## config.mk

```make
export PLATFORM = sky130hd
export DESIGN_NAME = stb_servo_ctrl
export DESIGN_NICKNAME = d
export VERILOG_FILES = /design/src/hw/stb_pkg.sv /design/src/hw/stb_servo_ctrl.sv
export VERILOG_INCLUDE_DIRS = /design/src /design/src/hw
export SDC_FILE = /design/constraint.sdc
export NUM_CORES = 1
export LEC_CHECK = 0
export BUFFER_PORTS_ARGS = -buffer_cell sky130_fd_sc_hd__buf_2
export CORE_MARGIN = 5
export CORE_UTILIZATION = 50
export DETAILED_ROUTE_END_ITERATION = 10
export PLACE_DENSITY = 0.71
export SYNTH_ARGS = -nofsm -noshare
export SYNTH_HDL_FRONTEND = slang
export SYNTH_SLANG_ARGS = --single-unit
```

## constraint.sdc

```tcl
create_clock -name clock_i -period 19.5 [get_ports clock_i]
set_input_delay 0 -clock clock_i [delete_from_list [all_inputs] [get_ports clock_i]]
set_output_delay 0 -clock clock_i [all_outputs]
set_load 0.02 [all_outputs]
```

## src/hw/stb_defs.svh

```systemverilog
// Constants of the torque-limit selector and the enable/brake sequencer.
// Assumes a 40 MHz control clock; all times are counted on a 1 ms tick.
`ifndef STB_DEFS_SVH
`define STB_DEFS_SVH

// ----------------------------------------------------------------------------
// Timing
// ----------------------------------------------------------------------------
`define STB_CLK_HZ       40000000
`define STB_TICK_US      1000
`define STB_TICK_CYC     ((`STB_CLK_HZ / 1000000) * `STB_TICK_US)
`define STB_READY_MS     1500

// ----------------------------------------------------------------------------
// Register byte offsets
// ----------------------------------------------------------------------------
`define STB_A_SEL        8'h00
`define STB_A_IFWD       8'h04
`define STB_A_IREV       8'h08
`define STB_A_EFWD       8'h0c
`define STB_A_EREV       8'h10
`define STB_A_TRIAL      8'h14
`define STB_A_PRESET0    8'h18
`define STB_A_PRESET3    8'h24
`define STB_A_STILL      8'h28
`define STB_A_HOLD       8'h2c
`define STB_A_WAIT       8'h30
`define STB_A_RUNSPD     8'h34
`define STB_A_RELDLY     8'h38
`define STB_A_STATUS     8'h3c
`define STB_A_LIMITS     8'h40

// ----------------------------------------------------------------------------
// Reset values and accepted ranges
// ----------------------------------------------------------------------------
`define STB_D_IFWD       10'h12c
`define STB_D_IREV       10'h12c
`define STB_D_EXT        10'h064
`define STB_D_TRIAL      10'h064
`define STB_D_PRESET     10'h064
`define STB_D_STILL      12'h005
`define STB_D_HOLD       11'h096
`define STB_D_WAIT       11'h1f4
`define STB_D_RUNSPD     12'h064
`define STB_D_RELDLY     11'h000
`define STB_SEL_MAX      16'h0002
`define STB_LIM_MAX      16'h01f4
`define STB_TRIAL_MAX    16'h012c
`define STB_STILL_MAX    16'h03e8
`define STB_TIME_MAX     16'h07d0
`define STB_RUNSPD_MAX   16'h0bb8
`define STB_RELDLY_MAX   16'h03e8

// ----------------------------------------------------------------------------
// Synchroniser bit positions
// ----------------------------------------------------------------------------
`define STB_S_FSEL       0
`define STB_S_RSEL       1
`define STB_S_PLO        2
`define STB_S_PHI        3
`define STB_S_EN         4
`define STB_S_MAIN       5
`define STB_S_ALARM      6
`define STB_S_TRIAL      7

`endif

```

## src/hw/stb_pkg.sv

```systemverilog
// Types of the torque-limit selector and enable/brake sequencer.
// Widths are fixed; the module checks its parameters against them.
package stb_pkg;

  typedef enum logic [2:0] {
    ST_OFF        = 3'b000,
    ST_WAIT_RDY   = 3'b001,
    ST_READY      = 3'b010,
    ST_REL_DLY    = 3'b011,
    ST_RUN        = 3'b100,
    ST_STOP_HOLD  = 3'b101,
    ST_STOP_COAST = 3'b110
  } stb_state_t;

  typedef struct packed {
    logic [7:0]       sync1;
    logic [7:0]       sync2;
    logic [1:0]       sel;
    logic [9:0]       ifwd;
    logic [9:0]       irev;
    logic [9:0]       efwd;
    logic [9:0]       erev;
    logic [9:0]       trial;
    logic [3:0][9:0]  preset;
    logic [11:0]      still_spd;
    logic [11:0]      run_spd;
    logic [10:0]      hold_ms;
    logic [10:0]      wait_ms;
    logic [10:0]      rel_ms;
    stb_state_t       state;
    logic [15:0]      tick_cnt;
    logic [10:0]      ms_cnt;
    logic [9:0]       fwd_lim;
    logic [9:0]       rev_mag;
    logic             rdy;
    logic             pwr;
    logic             brake_release_out;
    logic [15:0]      rdata;
  } stb_regs_t;

endpackage

```

## src/hw/stb_servo_ctrl.sv

```systemverilog
// Torque-limit selector plus power-on, enable and holding-brake sequencer.
// Assumes pins arrive asynchronously; speed and analog torque come from
// logic on clock_i. Registers sit on a plain strobe port, read data +1.
//
// Function
// RULE1: Mode 0 forward limit: internal if select off, external if on.
// RULE2: Mode 0 reverse limit: internal if select off, external if on.
// RULE3: Mode 1 adds a limit of the analog command magnitude, both directions.
// RULE4: Mode 2 adds the selected preset torque as a limit, both directions.
// RULE5: With several limits active the smallest magnitude wins.
// RULE6: Internal forward and reverse limits are always enforced.
// RULE7: Output limits never exceed the system maximum torque.
// RULE8: Preset selects hi,lo: 00 preset1, 01 preset2, 10 preset3, 11 preset4.
// RULE9: Internal limits range 0..500 and -500..0, defaults 300 and -300.
// RULE10: External limits default 100 and -100, ranges as the internal ones.
// RULE11: Trial running limits torque by its own setting 0..300, default 100.
// RULE12: Servo-ready stays off without main supply.
// RULE13: Servo-ready about 1.5 s after main power; enable honoured only then.
// RULE14: Enable switches the power stage on and enters running.
// RULE15: Enable off or alarm switches the power stage off.
// RULE16: Stationary means speed below standstill threshold, 0..1000, default 5.
// RULE17: Off while still: brake at once, power off after hold delay, 150 ms.
// RULE18: On enable: power first, brake release after release delay, 0 ms.
// RULE19: Off while running: power off, brake after 500 ms or below 100 r/min.
// RULE20: Brake output high releases, low engages the brake.
// RULE21: Control supply comes up with or before main supply.
// RULE22: Speeds compared by magnitude; delays counted on a 1 ms tick.
`timescale 1ns/10ps
`include "stb_defs.svh"

module stb_servo_ctrl
  import stb_pkg::*;
#(
  parameter int TICK_CYCLES = `STB_TICK_CYC,
  parameter int READY_MS    = `STB_READY_MS,
  parameter int MAX_TQ      = 300
) (
  // Clock and reset
  input  wire logic               clock_i,
  input  wire logic               rstn_i,
  // Register port
  input  wire logic [7:0]         addr_i,
  input  wire logic [15:0]        wdata_i,
  input  wire logic               wr_i,
  input  wire logic               rd_i,
  output logic      [15:0]        rdata_o,
  // Asynchronous digital inputs
  input  wire logic               main_power_ok_i,
  input  wire logic               alarm_i,
  input  wire logic               servo_enable_in_i,
  input  wire logic               fwd_external_limit_sel_i,
  input  wire logic               rev_external_limit_sel_i,
  input  wire logic               torque_preset_sel_lo_i,
  input  wire logic               torque_preset_sel_hi_i,
  input  wire logic               trial_run_i,
  // Same-clock measurements, percent and r/min
  input  wire logic signed [10:0] analog_torque_cmd_i,
  input  wire logic signed [15:0] motor_speed_i,
  // Limits and sequencer outputs
  output logic      [9:0]         fwd_torque_limit_o,
  output logic signed [10:0]      rev_torque_limit_o,
  output logic                    servo_ready_o,
  output logic                    power_stage_on_o,
  output logic                    brake_release_out_o
);

  if (TICK_CYCLES < 2 || TICK_CYCLES > 65535) begin : g_chk_tick
    $error("TICK_CYCLES out of range");
  end
  if (READY_MS < 1 || READY_MS > 2047) begin : g_chk_rdy
    $error("READY_MS out of range");
  end
  if (MAX_TQ < 0 || MAX_TQ > 500) begin : g_chk_max
    $error("MAX_TQ out of range");
  end

  localparam logic [15:0] TICK_LAST = 16'(TICK_CYCLES - 1);
  localparam logic [10:0] RDY_MS    = 11'(READY_MS);
  localparam logic [9:0]  MAX_LIM   = 10'(MAX_TQ);

  // --------------------------------------------------------------------------
  // Helpers
  // --------------------------------------------------------------------------
  function automatic logic [9:0] tq_min(input logic [9:0] a, input logic [9:0] b);
    return (a < b) ? a : b;
  endfunction

  // Clamp a signed write value into 0..hi
  function automatic logic [15:0] sat(input logic signed [16:0] v,
                                      input logic [15:0] hi);
    if (v < 0) begin
      return 16'h0000;
    end else if (v > $signed({1'b0, hi})) begin
      return hi;
    end
    return v[15:0];
  endfunction

  function automatic logic [9:0] tq_mag(input logic signed [10:0] v);
    logic [10:0] a;
    a = v[10] ? 11'(-v) : 11'(v);
    return (a > 11'(`STB_LIM_MAX)) ? 10'(`STB_LIM_MAX) : a[9:0];
  endfunction

  function automatic logic [15:0] spd_mag(input logic signed [15:0] v);
    logic [16:0] a;
    a = v[15] ? 17'(-$signed({v[15], v})) : 17'({1'b0, v});
    return a[16] ? 16'hffff : a[15:0];
  endfunction

  stb_regs_t st_ff;
  stb_regs_t nxt_st;

  // --------------------------------------------------------------------------
  // Next-state logic
  // --------------------------------------------------------------------------
  always_comb begin
    logic signed [16:0] wv;
    logic               tick;
    logic               en;
    logic               alarm;
    logic               still;
    logic               slow;
    logic [9:0]         basic_f;
    logic [9:0]         basic_r;
    logic [9:0]         extra;
    logic [9:0]         f;
    logic [9:0]         r;
    logic [15:0]        spd;
    wv      = $signed({wdata_i[15], wdata_i});
    tick    = (st_ff.tick_cnt == TICK_LAST); // RULE22
    en      = st_ff.sync2[`STB_S_EN];
    alarm   = st_ff.sync2[`STB_S_ALARM];
    spd     = spd_mag(motor_speed_i); // RULE22
    still   = spd < {4'h0, st_ff.still_spd}; // RULE16
    slow    = spd < {4'h0, st_ff.run_spd};
    basic_f = 10'h000;
    basic_r = 10'h000;
    extra   = 10'h000;
    f       = 10'h000;
    r       = 10'h000;
    nxt_st  = st_ff;
    nxt_st.sync1 = {trial_run_i, alarm_i, main_power_ok_i, servo_enable_in_i,
                    torque_preset_sel_hi_i, torque_preset_sel_lo_i,
                    rev_external_limit_sel_i, fwd_external_limit_sel_i};
    nxt_st.sync2 = st_ff.sync1;

    nxt_st.tick_cnt = tick ? 16'h0000 : st_ff.tick_cnt + 16'h0001;

    // Writes clamp to the accepted range rather than being refused
    if (wr_i) begin
      if (addr_i == `STB_A_SEL) begin
        nxt_st.sel = 2'(sat(wv, `STB_SEL_MAX));
      end else if (addr_i == `STB_A_IFWD) begin
        nxt_st.ifwd = 10'(sat(wv, `STB_LIM_MAX)); // RULE9
      end else if (addr_i == `STB_A_IREV) begin
        nxt_st.irev = 10'(sat(-wv, `STB_LIM_MAX)); // RULE9
      end else if (addr_i == `STB_A_EFWD) begin
        nxt_st.efwd = 10'(sat(wv, `STB_LIM_MAX)); // RULE10
      end else if (addr_i == `STB_A_EREV) begin
        nxt_st.erev = 10'(sat(-wv, `STB_LIM_MAX)); // RULE10
      end else if (addr_i == `STB_A_TRIAL) begin
        nxt_st.trial = 10'(sat(wv, `STB_TRIAL_MAX)); // RULE11
      end else if (addr_i >= `STB_A_PRESET0 && addr_i <= `STB_A_PRESET3
                   && addr_i[1:0] == 2'h0) begin
        nxt_st.preset[2'(addr_i[7:2] - 6'h06)] = 10'(sat(wv, `STB_LIM_MAX));
      end else if (addr_i == `STB_A_STILL) begin
        nxt_st.still_spd = 12'(sat(wv, `STB_STILL_MAX)); // RULE16
      end else if (addr_i == `STB_A_HOLD) begin
        nxt_st.hold_ms = 11'(sat(wv, `STB_TIME_MAX)); // RULE17
      end else if (addr_i == `STB_A_WAIT) begin
        nxt_st.wait_ms = 11'(sat(wv, `STB_TIME_MAX)); // RULE19
      end else if (addr_i == `STB_A_RUNSPD) begin
        nxt_st.run_spd = 12'(sat(wv, `STB_RUNSPD_MAX)); // RULE19
      end else if (addr_i == `STB_A_RELDLY) begin
        nxt_st.rel_ms = 11'(sat(wv, `STB_RELDLY_MAX)); // RULE18
      end
    end

    // Reverse settings read back as negative percent
    nxt_st.rdata = 16'h0000;
    if (rd_i) begin
      if (addr_i == `STB_A_SEL) begin
        nxt_st.rdata = {14'h0000, st_ff.sel};
      end else if (addr_i == `STB_A_IFWD) begin
        nxt_st.rdata = {6'h00, st_ff.ifwd};
      end else if (addr_i == `STB_A_IREV) begin
        nxt_st.rdata = -{6'h00, st_ff.irev};
      end else if (addr_i == `STB_A_EFWD) begin
        nxt_st.rdata = {6'h00, st_ff.efwd};
      end else if (addr_i == `STB_A_EREV) begin
        nxt_st.rdata = -{6'h00, st_ff.erev};
      end else if (addr_i == `STB_A_TRIAL) begin
        nxt_st.rdata = {6'h00, st_ff.trial};
      end else if (addr_i >= `STB_A_PRESET0 && addr_i <= `STB_A_PRESET3
                   && addr_i[1:0] == 2'h0) begin
        nxt_st.rdata = {6'h00, st_ff.preset[2'(addr_i[7:2] - 6'h06)]};
      end else if (addr_i == `STB_A_STILL) begin
        nxt_st.rdata = {4'h0, st_ff.still_spd};
      end else if (addr_i == `STB_A_HOLD) begin
        nxt_st.rdata = {5'h00, st_ff.hold_ms};
      end else if (addr_i == `STB_A_WAIT) begin
        nxt_st.rdata = {5'h00, st_ff.wait_ms};
      end else if (addr_i == `STB_A_RUNSPD) begin
        nxt_st.rdata = {4'h0, st_ff.run_spd};
      end else if (addr_i == `STB_A_RELDLY) begin
        nxt_st.rdata = {5'h00, st_ff.rel_ms};
      end else if (addr_i == `STB_A_STATUS) begin
        nxt_st.rdata = {10'h000, st_ff.brake_release_out, st_ff.pwr, st_ff.rdy, st_ff.state};
      end else if (addr_i == `STB_A_LIMITS) begin
        nxt_st.rdata = {st_ff.fwd_lim[9:2], st_ff.rev_mag[9:2]};
      end
    end

    // ------------------------------------------------------------------------
    // Torque limit selection, all in magnitudes
    // ------------------------------------------------------------------------
    // External limits never loosen the internal ones
    basic_f = st_ff.sync2[`STB_S_FSEL] ? tq_min(st_ff.efwd, st_ff.ifwd) // RULE1
                                       : st_ff.ifwd; // RULE6
    basic_r = st_ff.sync2[`STB_S_RSEL] ? tq_min(st_ff.erev, st_ff.irev) // RULE2
                                       : st_ff.irev; // RULE6
    if (st_ff.sel == 2'h1) begin
      extra = tq_mag(analog_torque_cmd_i); // RULE3
    end else if (st_ff.sel == 2'h2) begin
      extra = st_ff.preset[{st_ff.sync2[`STB_S_PHI], st_ff.sync2[`STB_S_PLO]}]; // RULE4 RULE8
    end else begin
      extra = 10'(`STB_LIM_MAX);
    end
    f = tq_min(basic_f, extra); // RULE5
    r = tq_min(basic_r, extra); // RULE5
    if (st_ff.sync2[`STB_S_TRIAL]) begin
      f = tq_min(f, st_ff.trial); // RULE11
      r = tq_min(r, st_ff.trial); // RULE11
    end
    nxt_st.fwd_lim = tq_min(f, MAX_LIM); // RULE7
    nxt_st.rev_mag = tq_min(r, MAX_LIM); // RULE7

    // ------------------------------------------------------------------------
    // Enable and brake sequencer
    // ------------------------------------------------------------------------
    if (tick && st_ff.ms_cnt != 11'h7ff) begin
      nxt_st.ms_cnt = st_ff.ms_cnt + 11'h001;
    end
    case (st_ff.state)
      ST_OFF: begin
        if (st_ff.sync2[`STB_S_MAIN]) begin
          nxt_st.state = ST_WAIT_RDY;
        end
      end
      ST_WAIT_RDY: begin
        if (st_ff.ms_cnt >= RDY_MS) begin
          nxt_st.state = ST_READY; // RULE13
        end
      end
      ST_READY: begin
        if (en && !alarm) begin
          nxt_st.state = ST_REL_DLY; // RULE14
        end
      end
      ST_REL_DLY, ST_RUN: begin
        // An alarm always cuts current, even at standstill
        if (alarm || (!en && !still)) begin
          nxt_st.state = ST_STOP_COAST; // RULE15 RULE19
        end else if (!en) begin
          nxt_st.state = ST_STOP_HOLD; // RULE17
        end else if (st_ff.state == ST_REL_DLY && st_ff.ms_cnt >= st_ff.rel_ms) begin
          nxt_st.state = ST_RUN; // RULE18
        end
      end
      ST_STOP_HOLD: begin
        if (alarm) begin
          nxt_st.state = ST_STOP_COAST; // RULE15
        end else if (st_ff.ms_cnt >= st_ff.hold_ms) begin
          nxt_st.state = ST_READY; // RULE17
        end
      end
      ST_STOP_COAST: begin
        if (st_ff.ms_cnt >= st_ff.wait_ms || slow) begin
          nxt_st.state = ST_READY; // RULE19
        end
      end
      default: begin
        nxt_st.state = ST_OFF;
      end
    endcase
    if (!st_ff.sync2[`STB_S_MAIN]) begin
      nxt_st.state = ST_OFF; // RULE12
    end
    if (nxt_st.state != st_ff.state) begin
      nxt_st.ms_cnt = 11'h000;
    end

    // Outputs follow the next state so each matches its state flop
    nxt_st.rdy = (nxt_st.state != ST_OFF) && (nxt_st.state != ST_WAIT_RDY); // RULE12
    nxt_st.pwr = (nxt_st.state == ST_REL_DLY) || (nxt_st.state == ST_RUN)
                 || (nxt_st.state == ST_STOP_HOLD); // RULE14
    nxt_st.brake_release_out = (nxt_st.state == ST_RUN) || (nxt_st.state == ST_STOP_COAST); // RULE20
  end

  // --------------------------------------------------------------------------
  // State register
  // --------------------------------------------------------------------------
  always_ff @(posedge clock_i or negedge rstn_i) begin
    if (!rstn_i) begin
      st_ff           <= '0;
      st_ff.ifwd      <= `STB_D_IFWD;
      st_ff.irev      <= `STB_D_IREV;
      st_ff.efwd      <= `STB_D_EXT;
      st_ff.erev      <= `STB_D_EXT;
      st_ff.trial     <= `STB_D_TRIAL;
      st_ff.preset    <= {4{`STB_D_PRESET}};
      st_ff.still_spd <= `STB_D_STILL;
      st_ff.hold_ms   <= `STB_D_HOLD;
      st_ff.wait_ms   <= `STB_D_WAIT;
      st_ff.run_spd   <= `STB_D_RUNSPD;
      st_ff.rel_ms    <= `STB_D_RELDLY;
      st_ff.state     <= ST_OFF;
    end else begin
      st_ff <= nxt_st;
    end
  end

  assign rdata_o             = st_ff.rdata;
  assign fwd_torque_limit_o  = st_ff.fwd_lim;
  assign rev_torque_limit_o  = -$signed({1'b0, st_ff.rev_mag});
  assign servo_ready_o       = st_ff.rdy;
  assign power_stage_on_o    = st_ff.pwr;
  assign brake_release_out_o = st_ff.brake_release_out;

  // --------------------------------------------------------------------------
  // Checks
  // --------------------------------------------------------------------------
  a_no_main_ready: assert property (@(posedge clock_i) disable iff (!rstn_i) // RULE12
    !st_ff.sync2[`STB_S_MAIN] |=> !servo_ready_o)
    else $error("ready without main supply");

  a_wait_no_power: assert property (@(posedge clock_i) disable iff (!rstn_i) // RULE13
    (st_ff.state == ST_WAIT_RDY) |-> !power_stage_on_o && !servo_ready_o)
    else $error("enable honoured before ready");

  a_mode0_fwd_int: assert property (@(posedge clock_i) disable iff (!rstn_i) // RULE1
    (st_ff.sel == 2'h0 && !st_ff.sync2[`STB_S_TRIAL] && !st_ff.sync2[`STB_S_FSEL])
    |=> fwd_torque_limit_o == tq_min($past(st_ff.ifwd), MAX_LIM))
    else $error("mode 0 forward limit wrong");

  a_mode0_rev_ext: assert property (@(posedge clock_i) disable iff (!rstn_i) // RULE2
    (st_ff.sel == 2'h0 && !st_ff.sync2[`STB_S_TRIAL] && st_ff.sync2[`STB_S_RSEL])
    |=> st_ff.rev_mag == tq_min(tq_min($past(st_ff.erev), $past(st_ff.irev)), MAX_LIM))
    else $error("mode 0 reverse limit wrong");

  a_mode1_analog: assert property (@(posedge clock_i) disable iff (!rstn_i) // RULE3
    (st_ff.sel == 2'h1) |=> fwd_torque_limit_o <= tq_mag($past(analog_torque_cmd_i))
    && st_ff.rev_mag <= tq_mag($past(analog_torque_cmd_i)))
    else $error("analog limit not applied");

  a_mode2_preset: assert property (@(posedge clock_i) disable iff (!rstn_i) // RULE8
    (st_ff.sel == 2'h2 && st_ff.sync2[`STB_S_PHI] && !st_ff.sync2[`STB_S_PLO])
    |=> fwd_torque_limit_o <= $past(st_ff.preset[2]))
    else $error("preset 3 not applied");

  a_internal_cap: assert property (@(posedge clock_i) disable iff (!rstn_i) // RULE6
    ##1 (fwd_torque_limit_o <= $past(st_ff.ifwd) && st_ff.rev_mag <= $past(st_ff.irev)
    && fwd_torque_limit_o <= MAX_LIM))
    else $error("internal or system limit exceeded");

  a_trial_cap: assert property (@(posedge clock_i) disable iff (!rstn_i) // RULE11
    st_ff.sync2[`STB_S_TRIAL] |=> fwd_torque_limit_o <= $past(st_ff.trial))
    else $error("trial limit exceeded");

  a_hold_outputs: assert property (@(posedge clock_i) disable iff (!rstn_i) // RULE17
    (st_ff.state == ST_RUN && !st_ff.sync2[`STB_S_EN] && !st_ff.sync2[`STB_S_ALARM]
     && st_ff.sync2[`STB_S_MAIN] && spd_mag(motor_speed_i) < {4'h0, st_ff.still_spd})
    |=> !brake_release_out_o && power_stage_on_o)
    else $error("stationary stop sequence wrong");

  a_release_order: assert property (@(posedge clock_i) disable iff (!rstn_i) // RULE18
    $rose(brake_release_out_o) && power_stage_on_o |-> $past(power_stage_on_o))
    else $error("brake released before current");

  a_coast_outputs: assert property (@(posedge clock_i) disable iff (!rstn_i) // RULE19
    (st_ff.state == ST_STOP_COAST) |-> brake_release_out_o && !power_stage_on_o)
    else $error("running stop sequence wrong");

  a_alarm_cuts: assert property (@(posedge clock_i) disable iff (!rstn_i) // RULE15
    (st_ff.sync2[`STB_S_ALARM] && st_ff.state != ST_READY) |=> !power_stage_on_o)
    else $error("alarm did not cut power");

endmodule

```

After elaboration in Yosys (flattened, before gate mapping)
Cells that the tools add are included.
{"block": "totals", "register_bits": 234, "inputBits": 63, "output_inout_bits": 40, "wordCells": 328}
{"block": "classes", "addsub": 9, "order_cmp": 29, "n_eq_ne": 28, "muxes": 191, "n_bitwise": 11, "n_reduce_logical": 34}
{"op": "two-way mux 10 bit", "n": 38}
{"op": "two-way mux 16 bit", "n": 17}
{"op": "two-way mux 1 bit", "n": 104}
{"op": "two-way mux 11 bit", "n": 8}
{"op": "two-way mux 12 bit", "n": 6}
{"op": "< comparator 10 bit", "n": 6}
{"op": "equality test 8 x 6 -> 1 bit, second input constant", "n": 6}
{"op": "binary-select mux 10 bit (select 2 bit)", "n": 2}
{"op": "bitwise mux 40 bit", "n": 1}
{"op": "negator 16 -> 17 bit", "n": 2}
{"op": "greater-or-equal comparator 11 bit", "n": 3}
{"op": "greater-than comparator 16 x 10 -> 1 bit, second input constant", "n": 2}
{"op": "< comparator 16 x 12 -> 1 bit", "n": 2}
{"op": "negator 10 -> 16 bit", "n": 2}
{"op": "two-way mux 3 bit", "n": 9}
{"op": "demux 10 bit (select 2 bit)", "n": 1}
{"op": "< comparator 10 x 9 -> 1 bit, second input constant", "n": 2}
{"op": "equality test 3 bit, second input constant", "n": 6}
{"op": "one-hot mux 3 bit (6 select lines)", "n": 1}
{"op": "greater-than comparator 17 x 10 -> 1 bit, second input constant", "n": 1}
{"op": "< comparator 17 x 1 -> 1 bit, second input constant", "n": 1}
{"op": "two-way mux 17 bit", "n": 1}
{"op": "adder 16 x 1 -> 16 bit, second input constant", "n": 1}
{"op": "equality test 16 bit, second input constant", "n": 1}
{"op": "49 further kinds", "n": 79}

Logic depth before layout (Yosys ltp)
{"block": "depth", "depth_word": 21, "mapped_depth": 32, "mapped_depth_nobuf": 28}

Worst setup path before layout
Ideal clock, no wire load.
{"block": "synth_path", "path_type": "register to register", "from": "reg st_ff[199] (netlist name)", "to": "reg st_ff[19] (netlist name)", "setup_time_ps": 128, "t_arrival_ps": 6024, "path_slack_ps": 13348, "stages_incl_launch_ff": 29, "path_cell_list": "dfstp_2 -> inv_1 -> ha_1 -> o211ai_1 -> a31oi_1 -> nor4_1 -> o41ai_1 -> clkbuf_1 -> mux2i_1 -> inv_1 -> ha_1 -> o41a_1 -> maj3_2 -> a21oi_2 -> buf_6 -> mux2i_1 -> ha_1 -> a21o_1 -> a21o_1 -> a21o_1 -> a21o_1 -> a21o_1 -> a21o_1 -> a21oi_1 -> nor2b_1 -> nor3b_1 -> a211oi_2 -> buf_6 -> mux2_1"}
{"item": "start, declared", "line_no": "stb_servo_ctrl.sv:111", "text": "stb_regs_t st_ff;"}
{"item": "start signal, assigned", "line_no": "stb_servo_ctrl.sv:320", "text": "st_ff <= nxt_st;"}

==> results.py <==
metrics = {
    "min_path": {
        "hold_start": "addr_i[2]",
        "worst_hold_path_type": "in2reg",
        "hold_depth": 5,
    },
    "synth": {
        "synth_cells": 1827,
        "netlist_area_mm2": 0.0162,
        "avgSynthCellArea_um2": 8.86,
        "yosys_warnings": 0,
        "synthDistinctLibCells": 86,
        "synth_edf_count": 0,
        "ys_seq_area_frac": 0.365,
        "ys_ff_latch": 234,
        "synth_flop_cell": "dfrtp_1",
        "synthArstFlopShare": 1.00,
    },
    "cells_and_area": {
        "areaGrowthSynthToFinish_pct": 11.2,
        "fin_area_mm2": 0.0180,
        "drive_above_1_share": 0.141,
        "final_nets": 2068,
    },
    "sta": {
        "final.setup.tns_ps": 0,
        "fin_ws_ps": 12530,
        "slew_viol_final": 0,
        "finalHoldViolCount": 0,
        "clock_skew_ps": 9.35,
        "fin_crit_sh": 0.357,
        "min_period_ps": 6970,
        "relSlewSlack": 0.232,
        "finalSetupViolations": 0,
        "rsz0062_at_grt": "no",
        "fmax_ghz": 0.144,
        "tightest_slew_ps": 1140,
    },
    "power_and_ir_drop": {
        "power_density_mw_per_mm2": 70.2,
        "power_leakage_nw": 7.95,
        "irDropWorstVdd_v": 0.0000706,
    },
    "detailed_routing": {
        "vias": 14300,
        "first_pass_iters": 5,
        "drt-total-wl_mm": 50.1,
        "antenna_left": 0,
        "drc": 0,
        "viasPerCell": 6.19,
        "drt-initial-drc-count": 1514,
        "wl_per_cell_um": 21.7,
    },
    "setup_path": {
        "crit_path_start_kind": "flip-flop",
        "crit_top_cell": "o21ai_0",
        "critPathRequiredTime_ps": 19860,
        "cp_max_fo": 12,
        "cp_num_cells": 27,
        "cp_top_family": "compound AO/OA/AOI/OAI gates",
        "worst_path_max_delay_cell": "o21bai_1",
        "r2r_start": "st_ff[214]",
        "cpPeakStageDelay_ps": 900,
        "cp.arrival_ps": 7330,
        "cp_num_buf_inv": 2,
        "cp-startpoint": "st_ff[214]",
        "crit_type": "reg2reg",
        "critPathCaptureType": "flip-flop",
        "worstRegToRegCells": 27,
    },
    "place": {
        "place_congestion": 1.07,
        "placed_area_mm2": 0.0168,
        "dp_hpwl_mm": 38.5,
        "dp_slack_ps": 12740,
        "port_buffers": 102,
    },
    "floorplanning": {
        "start_util": 0.510,
        "core_mm2": 0.0317,
        "fp.dieW_um": 190,
        "die_area_mm2": 0.0361,
        "num_io_pins": 103,
        "std_cell_rows": 65,
        "die_h_um": 190,
    },
    "cts": {
        "cts_tree": "done",
        "htree_levels": 1,
        "insertion_delay_ps": 540,
        "postCtsSetupRepairBufs": 0,
        "clock-root-buffer": "clkbuf_16",
        "clock_sinks": 234,
        "clock_path_buffers": 3,
        "path_clk_slew_ps": 60,
        "cts_made_buffers": 27,
    },
    "job": {
        "timing.max_cap.violations": 0,
    },
    "global_routing": {
        "grt_max_degree": 113,
        "grt_pass1_vias": 13600,
        "antenna_found_initial": 0,
        "grt_pass1_wl_mm": 78.1,
        "grt.overflow.total": 0,
        "grt_usage": 0.273,
    },
    "run_status": {
        "outcome": "completed",
    },
}
-- cell type report --
| type | instances | area [µm²] |
|---|---|---|
| flip-flops and latches | 234 | 5910 |
| multi-input cells | 1358 | 9290 |
| diodes | 1 | 2.50 |
| inverters | 136 | 510 |
| clock inverters | 13 | 200 |
| repair buffers | 133 | 811 |
| well taps | 402 | 503 |
| clock buffers | 36 | 769 |
| fillers | 2868 | 13700 |
-- Yosys cell counts, types with 5 or more instances --
library cell | instances | area [µm²]
nand2_1 | 235 | 882
dfrtp_1 | 190 | 4750
o21ai_0 | 147 | 736
nor2_1 | 144 | 541
inv_1 | 136 | 510
ha_1 | 115 | 1440
a21oi_1 | 92 | 460
clkbuf_1 | 64 | 240
mux2i_1 | 60 | 601
xnor2_1 | 55 | 482
dfstp_2 | 44 | 1160
nand3_1 | 37 | 185
nor2b_1 | 28 | 175
buf_4 | 27 | 203
mux2_2 | 26 | 293
a21o_1 | 22 | 165
nor3_1 | 22 | 110
and3_1 | 20 | 125
mux4_2 | 20 | 450
nand2b_1 | 19 | 119
nand4_1 | 19 | 119
o31ai_1 | 19 | 143
o21a_1 | 18 | 135
or3_1 | 17 | 106
a221oi_1 | 16 | 140
and2_1 | 16 | 100
xor2_1 | 16 | 140
nor4_1 | 15 | 93.8
o22ai_1 | 14 | 87.6
a211oi_1 | 12 | 90.1
a31oi_1 | 12 | 75.1
a222oi_1 | 10 | 100
a22o_1 | 8 | 70.1
a22oi_1 | 8 | 60.1
o2111ai_1 | 8 | 70.1
and4_1 | 6 | 52.6
or2_2 | 6 | 37.5
or4_1 | 6 | 45.0
a2111oi_0 | 5 | 43.8
a32oi_1 | 5 | 43.8
mux2_1 | 5 | 56.3
o221ai_1 | 5 | 43.8
o311ai_0 | 5 | 43.8
-- power breakdown --
part           internal, mW  switching, mW  leakage [nW]  total (mW)
sequential            0.506         0.0206          2.94       0.527
combinational        0.0729          0.116          4.52       0.189
clock                 0.342          0.206         0.478       0.548
total                 0.921          0.342          7.95        1.26
-- timing repair --
item / in CTS / in global routing
hold endpoints to repair: 144 / 0
hold buffers: 23 / 0
endpoints found under the setup margin: 0 / 0
gates resized for setup: 0 / 0
-- layer usage --
layer,vias to the layer above,wire length [µm],track usage
li1,6638,-,-
met2,714,22200,0.421
met5,-,0,0
met3,73,5010,0.0554
met1,6894,21700,0.396
met4,0,1150,0.0654
-- worst min-delay path: cells and delay by family --
kind / cells / cell delay [ps]
buffers and inverters: 1 / 270
and+or+nand+nor: 4 / 260
-- final timing paths --
path                       slack, ps                    end
setup reg to reg               12530  fwd_torque_limit_o[6]
setup / recovery               12530  fwd_torque_limit_o[6]
hold / removal                    10             st_ff[138]
hold reg to reg                  350             st_ff[218]
max in group asynchronous      17950  fwd_torque_limit_o[1]
min in group asynchronous        140            nxt_st[222]
-- layout by cell type, fill, tap and decap left out, types with 14 or more instances in the layout --
cell type and n:
nand2_1 235, dfrtp_1 190, o21ai_0 147, nor2_1 144, inv_1 136, ha_1 115
buf_2 101, a21oi_1 92, mux2i_1 60, xnor2_1 55, dfstp_2 44, nand3_1 37
nor2b_1 28, clkbuf_16 27, mux2_2 26, dlygate4sd3_1 23, a21o_1 22, nor3_1 21
mux4_2 20, and3_1 20, nand2b_1 19, nand4_1 19, o31ai_1 18, o21a_1 18
or3_1 17, xor2_1 16, and2_1 16, a221oi_1 16, nor4_1 14, o22ai_1 14
-- stage by stage --
step	utilization	instances	power (mW)	hold WS (ps)
2_1_floorplan	-	1828	0.650	-296
3_3_place_gp	0.530	2240	0.712	108
3_5_place_dp	0.530	2240	0.716	109
4_1_cts	0.567	2312	1.27	1.78
5_1_grt	0.567	2312	1.31	56.7
6_report	0.567	2313	1.26	12.3
-- sequential cells by signal (all words and copies together) (netlist names) --
signal	cells
servo_ready_o	1
nxt_st	8
power_stage_on_o	1
brake_release_out_o	1
st_ff	197
rdata_o	16
fwd_torque_limit_o	10
-- cells by family (layout without fill, tap and decap cells) --
kind of cell             Yosys count  count (layout)  synth area share
AO/OA/AOI/OAI                    452             452             0.182
multiplexers                     111             111            0.0865
adder cells (fa/ha/maj)          116             116            0.0896
flip-flops                       234             234             0.365
other                              1               3          0.000232
AND/OR/NAND/NOR                  606             606             0.176
XOR/XNOR                          71              71            0.0384
buffers and inverters            236             318            0.0622
Power figures use the tool's default switching activity.
